### config.mk
export PLATFORM = sky130hd
export DESIGN_NAME = opps_sequencer
export DESIGN_NICKNAME = d
export VERILOG_FILES = /design/src/shared/opps_pkg.sv /design/src/design/opps_sequencer.sv /design/src/design/opps_delay_timer.sv
export SDC_FILE = /design/constraint.sdc
export NUM_CORES = 1
export LEC_CHECK = 0
export BUFFER_PORTS_ARGS = -buffer_cell sky130_fd_sc_hd__buf_2
export CORE_MARGIN = 4
export CORE_UTILIZATION = 55
export DETAILED_ROUTE_END_ITERATION = 8
export PLACE_DENSITY_LB_ADDON = 0.25
export SYNTH_ARGS = -nofsm -noshare
export SYNTH_HDL_FRONTEND = slang
export SYNTH_SLANG_ARGS = --single-unit
export TNS_END_PERCENT = 10
### constraint.sdc
create_clock -name clk_sys -period 3.6 [get_ports clk_sys]
set_clock_uncertainty 0.2 [all_clocks]
set_input_delay 0.54 -clock clk_sys [delete_from_list [all_inputs] [get_ports clk_sys]]
set_output_delay 0.54 -clock clk_sys [all_outputs]
set_load 0.005 [all_outputs]
### src/shared/opps_pkg.sv
package opps_pkg;
    // Clock and start-up timing
    localparam int unsigned CLK_HZ          = 50_000_000;
    localparam int unsigned START_DELAY_US  = 5_000;
    localparam int unsigned START_DELAY_CYC = (CLK_HZ / 1_000_000) * START_DELAY_US;

    // Field widths
    localparam int unsigned VSET_W   = 11;
    localparam int unsigned ILIM_W   = 7;
    localparam int unsigned DLIM_W   = 2;
    localparam int unsigned THERM_W  = 8;

    // System-above-battery targets in mV
    localparam logic [9:0] LDO_HEADROOM_MV = 10'd200;
    localparam logic [9:0] HEADROOM_PFM_OFF_MV = 10'd200;
    localparam logic [9:0] HEADROOM_PFM_ON_MV  = 10'd600;

    // Reset values
    localparam logic [VSET_W-1:0] VSET_RST = 11'h000;
    localparam logic [ILIM_W-1:0] ILIM_RST = 7'h00;

    typedef enum logic [2:0] {
        OPPS_IDLE,
        OPPS_WAIT_DRV,
        OPPS_DELAY,
        OPPS_RAMP
    } opps_state_t;

    // Battery switch modes
    typedef enum logic [1:0] {
        OPPS_BSW_OFF,
        OPPS_BSW_LINEAR,
        OPPS_BSW_ON
    } opps_bsw_t;
endpackage

### src/design/opps_sequencer.sv
`timescale 1ns/100ps
// How it works
// - The voltage setpoint is held as 11 bits and the current limit as 7 bits.
// - Reverse output is allowed only with battery above its rising threshold, no overvoltage, bus under UVLO, thermistor in range.
// - With no switch pair detected, the converter starts 5 ms after the enable bit is set, then ramps to the setpoint.
// - With one pair detected, start waits until the host sets that pair's driver enable bit.
// - With both pairs detected, start waits until the host sets either driver enable bit.
// - Once a driver enable releases a pending start, the converter starts 5 ms later and ramps.
// - With global driver disable set, drivers are off, detection ignored, start follows enable by 5 ms.
// - Clearing the active driver bit stops switching; with both pairs detected, setting the other bit restarts and turns that driver on.
// - In reverse mode pulse-frequency operation and the audio floor are disabled by their own bits.
// - Discharge over its 2-bit limit reduces output current and sets status; unmasked it sets the flag and pulses interrupt.
// - The minimum-system status is high while the rail is held at minimum system voltage.
// - Input voltage and current regulation status follow their active loops.
// - With battery below the minimum setting the battery switch runs linear, rail 200 mV above minimum.
// - With charging off above minimum, or terminated, the rail target is 200 mV or 600 mV with pulse-frequency on.
// - Supplement mode turns the battery switch on when the rail falls below battery, off at depletion.
// - A fully charged battery turns the battery switch off unless supplement mode holds it on.
module opps_sequencer
    import opps_pkg::*;
#(
    parameter int unsigned START_CYC = START_DELAY_CYC
) (
    // Clock and reset
    input  wire logic                  clk_sys,
    input  wire logic                  rst_n,
    // Host control bits
    input  wire logic                  reverse_output_enable,
    input  wire logic [VSET_W-1:0]     reverse_voltage_setpoint,
    input  wire logic [ILIM_W-1:0]     reverse_current_limit,
    input  wire logic                  input_driver1_enable,
    input  wire logic                  input_driver2_enable,
    input  wire logic                  input_driver_global_disable,
    input  wire logic                  reverse_pulse_freq_disable,
    input  wire logic                  reverse_audio_floor_disable,
    input  wire logic [DLIM_W-1:0]     discharge_limit_setting,
    input  wire logic                  discharge_limit_mask,
    input  wire logic                  discharge_limit_flag_clear,
    input  wire logic                  charge_enable,
    // Power-on detection of input switch pairs
    input  wire logic                  input_pair1_detected,
    input  wire logic                  input_pair2_detected,
    // Analog comparator results (asynchronous)
    input  wire logic                  battery_above_otg_rise,
    input  wire logic                  battery_overvoltage,
    input  wire logic                  bus_below_uvlo,
    input  wire logic [THERM_W-1:0]    thermistor_input,
    input  wire logic [THERM_W-1:0]    thermistor_hot_limit,
    input  wire logic [THERM_W-1:0]    thermistor_cold_limit,
    input  wire logic [DLIM_W-1:0]     discharge_level,
    input  wire logic                  system_at_min,
    input  wire logic                  input_voltage_limit_loop,
    input  wire logic                  input_current_limit_loop,
    input  wire logic                  battery_below_min_system,
    input  wire logic                  system_below_battery,
    input  wire logic                  battery_depleted,
    input  wire logic                  charge_terminated,
    // Converter control
    output logic                       converter_switching,
    output logic                       bus_ramp_active,
    output logic [VSET_W-1:0]          ramp_voltage_target,
    output logic [ILIM_W-1:0]          output_current_limit,
    output logic                       output_current_reduce,
    output logic                       input_switch_driver1,
    output logic                       input_switch_driver2,
    output logic                       pulse_frequency_mode_en,
    output logic                       audio_frequency_floor_en,
    // Status to host
    output logic                       discharge_limit_status,
    output logic                       discharge_limit_flag,
    output logic                       interrupt_pulse,
    output logic                       min_system_reg_status,
    output logic                       input_voltage_reg_status,
    output logic                       input_current_reg_status,
    output logic [1:0]                 battery_switch_mode,
    output logic [9:0]                 system_headroom_mv
);
    // Two-stage synchronisers for the analog comparator inputs
    localparam int unsigned SW = 12 + THERM_W + DLIM_W;

    logic [SW-1:0] sync1_reg;
    logic [SW-1:0] sync2_reg;

    always_ff @(posedge clk_sys) begin
        if (!rst_n) begin
            sync1_reg <= '0;
            sync2_reg <= '0;
        end else begin
            sync1_reg <= {battery_above_otg_rise, battery_overvoltage, bus_below_uvlo,
                          system_at_min, input_voltage_limit_loop, input_current_limit_loop,
                          battery_below_min_system, system_below_battery, battery_depleted,
                          charge_terminated, input_pair1_detected, input_pair2_detected,
                          thermistor_input, discharge_level};
            sync2_reg <= sync1_reg;
        end
    end

    logic               s_bat_ok;
    logic               s_bat_ovp;
    logic               s_bus_low;
    logic               s_sys_min;
    logic               s_vloop;
    logic               s_iloop;
    logic               s_bat_low;
    logic               s_sys_below;
    logic               s_depleted;
    logic               s_term;
    logic               s_pair1;
    logic               s_pair2;
    logic [THERM_W-1:0] s_therm;
    logic [DLIM_W-1:0]  s_dis;

    assign {s_bat_ok, s_bat_ovp, s_bus_low, s_sys_min, s_vloop, s_iloop, s_bat_low,
            s_sys_below, s_depleted, s_term, s_pair1, s_pair2, s_therm, s_dis} = sync2_reg;

    // Pair detection is latched once after reset release, as a power-on strap
    logic [1:0] fill_reg;
    logic       sync2_valid_reg;
    logic pair1_reg;
    logic pair2_reg;
    logic strap_done_reg;

    always_ff @(posedge clk_sys) begin
        if (!rst_n) begin
            pair1_reg      <= 1'b0;
            pair2_reg      <= 1'b0;
            strap_done_reg <= 1'b0;
        end else if (!strap_done_reg && sync2_valid_reg) begin
            pair1_reg      <= s_pair1;
            pair2_reg      <= s_pair2;
            strap_done_reg <= 1'b1;
        end
    end

    // Wait for the synchroniser to fill before latching the strap

    always_ff @(posedge clk_sys) begin
        if (!rst_n) begin
            fill_reg        <= 2'h0;
            sync2_valid_reg <= 1'b0;
        end else if (fill_reg != 2'h3) begin
            fill_reg        <= fill_reg + 2'h1;
        end else begin
            sync2_valid_reg <= 1'b1;
        end
    end

    // Thermistor window: hot limit is the low reading, cold the high one
    function automatic logic in_window(input logic [THERM_W-1:0] v,
                                       input logic [THERM_W-1:0] lo,
                                       input logic [THERM_W-1:0] hi);
        in_window = (v >= lo) && (v <= hi);
    endfunction

    logic allowed;
    assign allowed = strap_done_reg && s_bat_ok && !s_bat_ovp && s_bus_low
                     && in_window(s_therm, thermistor_hot_limit, thermistor_cold_limit);

    // Driver gating depending on which pairs were present
    logic drv_release;
    logic need_driver;

    always_comb begin
        need_driver = !input_driver_global_disable && (pair1_reg || pair2_reg);
        if (!need_driver) begin
            drv_release = 1'b1;
        end else if (pair1_reg && pair2_reg) begin
            drv_release = input_driver1_enable || input_driver2_enable;
        end else if (pair1_reg) begin
            drv_release = input_driver1_enable;
        end else begin
            drv_release = input_driver2_enable;
        end
    end

    logic go;
    assign go = reverse_output_enable && allowed && drv_release;

    // Sequencer
    opps_state_t state_reg;
    opps_state_t state_next;
    logic        delay_done;

    always_comb begin
        state_next = state_reg;
        case (state_reg)
            OPPS_IDLE: begin
                if (reverse_output_enable && allowed) begin
                    state_next = drv_release ? OPPS_DELAY : OPPS_WAIT_DRV;
                end
            end
            OPPS_WAIT_DRV: begin
                if (!reverse_output_enable || !allowed) begin
                    state_next = OPPS_IDLE;
                end else if (drv_release) begin
                    state_next = OPPS_DELAY;
                end
            end
            OPPS_DELAY: begin
                if (!reverse_output_enable || !allowed) begin
                    state_next = OPPS_IDLE;
                end else if (!drv_release) begin
                    state_next = OPPS_WAIT_DRV;
                end else if (delay_done) begin
                    state_next = OPPS_RAMP;
                end
            end
            OPPS_RAMP: begin
                // Driver bit dropped mid-operation stops switching and lets the bus fall
                if (!go) begin
                    state_next = (reverse_output_enable && allowed) ? OPPS_WAIT_DRV : OPPS_IDLE;
                end
            end
            default: state_next = OPPS_IDLE;
        endcase
    end

    always_ff @(posedge clk_sys) begin
        if (!rst_n) begin
            state_reg <= OPPS_IDLE;
        end else begin
            state_reg <= state_next;
        end
    end

    opps_delay_timer #(
        .COUNT (START_CYC)
    ) u_start_delay (
        .clk_sys (clk_sys),
        .rst_n   (rst_n),
        .run     (state_reg == OPPS_DELAY && state_next == OPPS_DELAY),
        .done    (delay_done)
    );

    // Converter outputs; setpoints copied every cycle in any state
    always_ff @(posedge clk_sys) begin
        if (!rst_n) begin
            converter_switching  <= 1'b0;
            bus_ramp_active      <= 1'b0;
            ramp_voltage_target  <= VSET_RST;
            output_current_limit <= ILIM_RST;
            input_switch_driver1 <= 1'b0;
            input_switch_driver2 <= 1'b0;
        end else begin
            converter_switching  <= (state_next == OPPS_RAMP);
            bus_ramp_active      <= (state_next == OPPS_RAMP);
            ramp_voltage_target  <= reverse_voltage_setpoint;
            output_current_limit <= reverse_current_limit;
            // Drivers follow host bits only when the pair exists and drivers are not disabled
            input_switch_driver1 <= (state_next == OPPS_RAMP) && !input_driver_global_disable
                                    && pair1_reg && input_driver1_enable;
            input_switch_driver2 <= (state_next == OPPS_RAMP) && !input_driver_global_disable
                                    && pair2_reg && input_driver2_enable;
        end
    end

    // Light-load modes in reverse operation
    always_ff @(posedge clk_sys) begin
        if (!rst_n) begin
            pulse_frequency_mode_en  <= 1'b0;
            audio_frequency_floor_en <= 1'b0;
        end else begin
            pulse_frequency_mode_en  <= (state_next == OPPS_RAMP) && !reverse_pulse_freq_disable;
            audio_frequency_floor_en <= (state_next == OPPS_RAMP) && !reverse_audio_floor_disable;
        end
    end

    // Discharge limit; flag set wins over a same-cycle clear
    logic over_limit;
    logic over_prev_reg;

    assign over_limit = (state_reg == OPPS_RAMP) && (s_dis > discharge_limit_setting);

    always_ff @(posedge clk_sys) begin
        if (!rst_n) begin
            discharge_limit_status <= 1'b0;
            output_current_reduce  <= 1'b0;
            discharge_limit_flag   <= 1'b0;
            interrupt_pulse        <= 1'b0;
            over_prev_reg          <= 1'b0;
        end else begin
            over_prev_reg          <= over_limit;
            discharge_limit_status <= over_limit;
            output_current_reduce  <= over_limit;
            interrupt_pulse        <= over_limit && !over_prev_reg && !discharge_limit_mask;
            if (over_limit && !over_prev_reg && !discharge_limit_mask) begin
                discharge_limit_flag <= 1'b1;
            end else if (discharge_limit_flag_clear) begin
                discharge_limit_flag <= 1'b0;
            end
        end
    end

    // Power-path status
    always_ff @(posedge clk_sys) begin
        if (!rst_n) begin
            min_system_reg_status    <= 1'b0;
            input_voltage_reg_status <= 1'b0;
            input_current_reg_status <= 1'b0;
        end else begin
            min_system_reg_status    <= s_sys_min;
            input_voltage_reg_status <= s_vloop;
            input_current_reg_status <= s_iloop;
        end
    end

    // Battery switch and system headroom
    logic supplement_reg;

    always_ff @(posedge clk_sys) begin
        if (!rst_n) begin
            supplement_reg <= 1'b0;
        end else if (s_depleted) begin
            supplement_reg <= 1'b0;
        end else if (s_sys_below) begin
            supplement_reg <= 1'b1;
        end
    end

    always_ff @(posedge clk_sys) begin
        if (!rst_n) begin
            battery_switch_mode <= OPPS_BSW_OFF;
            system_headroom_mv  <= LDO_HEADROOM_MV;
        end else begin
            // Supplement takes priority so the rail never collapses on a full battery
            if (supplement_reg) begin
                battery_switch_mode <= OPPS_BSW_ON;
            end else if (s_bat_low) begin
                battery_switch_mode <= OPPS_BSW_LINEAR;
            end else if (s_term) begin
                battery_switch_mode <= OPPS_BSW_OFF;
            end else begin
                battery_switch_mode <= charge_enable ? OPPS_BSW_ON : OPPS_BSW_OFF;
            end
            if (s_bat_low) begin
                system_headroom_mv <= LDO_HEADROOM_MV;
            end else if (!charge_enable || s_term) begin
                system_headroom_mv <= pulse_frequency_mode_en ? HEADROOM_PFM_ON_MV
                                                              : HEADROOM_PFM_OFF_MV;
            end else begin
                system_headroom_mv <= 10'h000;
            end
        end
    end
endmodule

### src/design/opps_delay_timer.sv
`timescale 1ns/100ps
// Restartable up-counter: done rises after count cycles of run and holds until run drops.
module opps_delay_timer #(
    parameter int unsigned COUNT = 250_000
) (
    // Clock and reset
    input  wire logic clk_sys,
    input  wire logic rst_n,
    // Control
    input  wire logic run,
    output logic      done
);
    localparam int unsigned CW = $clog2(COUNT + 1);

    logic [CW-1:0] cnt_reg;

    always_ff @(posedge clk_sys) begin
        if (!rst_n || !run) begin
            cnt_reg <= '0;
            done    <= 1'b0;
        end else if (cnt_reg == CW'(COUNT - 1)) begin
            done    <= 1'b1;
        end else begin
            cnt_reg <= cnt_reg + CW'(1);
            done    <= 1'b0;
        end
    end
endmodule

==> flow_summary.ini <==
[outcome]
status = finished, final reports clean

[timing]
rsz0062_at_grt = false
period_minus_slack_ps = 2550
max_slew_margin_pct = 34.7
setup_tns_ps = 0
finalHoldViolations = 0
fmax_mhz = 393
worst_slew_pin_slew_ps = 979
setup_viol = 0
fin_hold_ws_ps = 164
drv_slew = 0
period_share_pct = 70.8

[clocking]
cts_tree = done
numCtsBuffers = 9
clock_latency_ps = 360
cts_setup_buffers = 0
hold_buffers = 0
post_cts_resized = 0
numClockSinks = 107
htreeDepth = 3
clk_pin_slew_worst_paths_ps = 100
clk_path_buf_depth = 2
cts-root-buf = clkbuf_8

[synthesis]
yosys.cell_types.count = 49
ys_seq_elements = 107
synth_area_um2 = 3960
synth_common_cells = dfxtp_1 (107), and2_1 (66), nor4_1 (21), ha_1 (20), inv_1 (20)
synth_area_leaders = dfxtp_1 (54%), and2_1 (10%), ha_1 (6.3%)
ys_async_sr_fraction_pct = 0
synth.most_common_cell = dfxtp_1
ys_seq_area_share_pct = 54.1
synth_flop_cell = dfxtp_1
synth_edf_count = 0
syn-instance-count = 382
syn_avg_cell_area_um2 = 10.4
yosysTopAreaCellShare_pct = 54.1
synth_area_leader_cell = dfxtp_1
yosysWarnings = 0

[worst_setup_path]
critPathCaptureType = flop
startpoint = sync2_reg[3]$_SDFF_PN0_
rr_startpoint = sync2_reg[3]$_SDFF_PN0_
rr_worst_depth = 6
arrival_ps = 2550
r2r_setup_slack_ps = 1050
crit_fanout = 25
crit_type = reg -> reg
required_ps = 3600
cp-start-kind = flop

[layout]
fillers = 598
area_growth_pct = 18.7
nNetsFinal = 569
postLayoutCellArea_um2 = 4700
n_antenna_cell = 0
drive_above_1_share_pct = 27.0

[drt]
routedWlPerCell_um = 12.1
drc = 0
wl_mm = 7.05
drt_first_pass_iters = 4
route.vias.total = 2839
viasPerCell = 4.89
drt_iter0_markers = 65
drtAntennaViolNets = 0

[hold_path]
min-delay-path-class = in -> reg
hp-start = discharge_limit_mask
hold-path-cell-count = 2

[floorplan]
die_w_um = 92.8
core_um2 = 6910
io_pins = 112
initial_core_util_pct = 57.3
die_y_um = 92.8
die_area_um2 = 8610
fp-row-count = 30

[global_route]
grt_remaining_overflow = 0
grt_max_degree = 78
first_global_vias = 2687
grt_pass1_wl_mm = 11.6
antenna_found_initial = 0
grt.total_usage_pct = 16.4

[power]
p_per_area_nw_per_um2 = 456
leakage_nw = 2.17
finalPower_mw = 2.14
vdd.ir_drop.worst_uv = 397

[placed_design]
gp_congestion = 0.827
hpwlAfterDp_mm = 5.16
placement.io_buffers = 106
place_area_um2 = 4490

[run]
drv_cap = 0
[cell usage in the layout (no fill, tap or decap), types with 2 or more instances in the layout]
cell and n:
nor2_1 9, nand4_1 9, or3_1 3, and4_1 2, o21ai_0 2, and2_1 66
xnor2_1 5, and3_1 4, ha_1 20, a31oi_1 2, nand3_1 7, nor3_1 6
conb_1 6, a21o_1 2, buf_2 106, nor2b_1 11, nor3b_1 2, mux2i_1 4
inv_8 2, a21oi_1 7, inv_1 20, inv_6 2, o21a_1 2, dfxtp_1 107
xor2_1 10, clkbuf_8 9, buf_4 2, o21bai_1 2, nand2_1 12, nor4b_1 2
nor4_1 21
[layout make-up]
| type | instances | area (µm²) | share of cell area (%) |
|---|---|---|---|
| Tap cell | 96 | 120 | 2.56 |
| Clock inverter | 7 | 83.8 | 1.78 |
| Sequential cell | 107 | 2140 | 45.6 |
| Multi-Input combinational cell | 234 | 1610 | 34.2 |
| Inverter | 20 | 75.1 | 1.60 |
| Clock buffer | 9 | 124 | 2.64 |
| Timing Repair Buffer | 108 | 546 | 11.6 |
[worst max-delay path: stages (launching register included)]
cell	delay [ps]
dfxtp_1	340
ha_1	300
nor2b_1	140
o211a_1	200
o311ai_1	350
a21o_1	710
nor4_1	160
[per-stage QoR]
| stage | setup WS (ps) | util [%] | instances |
|---|---|---|---|
| after CTS | 1050 | 68.0 | 581 |
| final | 1050 | 68.0 | 581 |
| after global routing | 878 | 68.0 | 581 |
| after floorplan | 1300 | - | 387 |
| after detailed placement | 701 | 65.0 | 565 |
| after global placement | 810 | 65.0 | 565 |
[cell families after synthesis]
logic type | count (synthesis) | share of synthesized area (%)
muxes | 4 | 1.01
and+or+nand+nor | 161 | 24.3
DFF | 107 | 54.1
AOI/OAI and AO/OA | 28 | 5.06
other | 1 | 0.0948
xor gates and xnor gates | 15 | 3.32
adders and majority gates | 20 | 6.33
buffers and inverters | 46 | 5.72
[per-layer routing]
| layer | track usage [%] | vias to the layer above | wire (µm) |
|---|---|---|---|
| li1 | - | 1464 | - |
| met1 | 18.9 | 1287 | 3040 |
| met2 | 29.0 | 80 | 3500 |
| met3 | 4.79 | 8 | 425 |
| met4 | 5.49 | 0 | 76 |
| met5 | 0 | - | 0 |
[power by group]
part | switching [mW] | internal, mW | leakage (nW)
logic | 0.0676 | 0.0825 | 1.18
clock network | 0.412 | 0.337 | 0.108
registers | 0.0150 | 1.23 | 0.879
total | 0.495 | 1.65 | 2.17
[path summary, 6_finish.rpt]
check                                               end
hold / removal               interrupt_pulse$_SDFF_PN0_
setup reg to reg  u_start_delay.cnt_reg[9]$_SDFFE_PP0N_
hold reg to reg             supplement_reg$_SDFFE_PP0P_
setup / recovery  u_start_delay.cnt_reg[9]$_SDFFE_PP0N_
(Power assumes the default switching activity.)
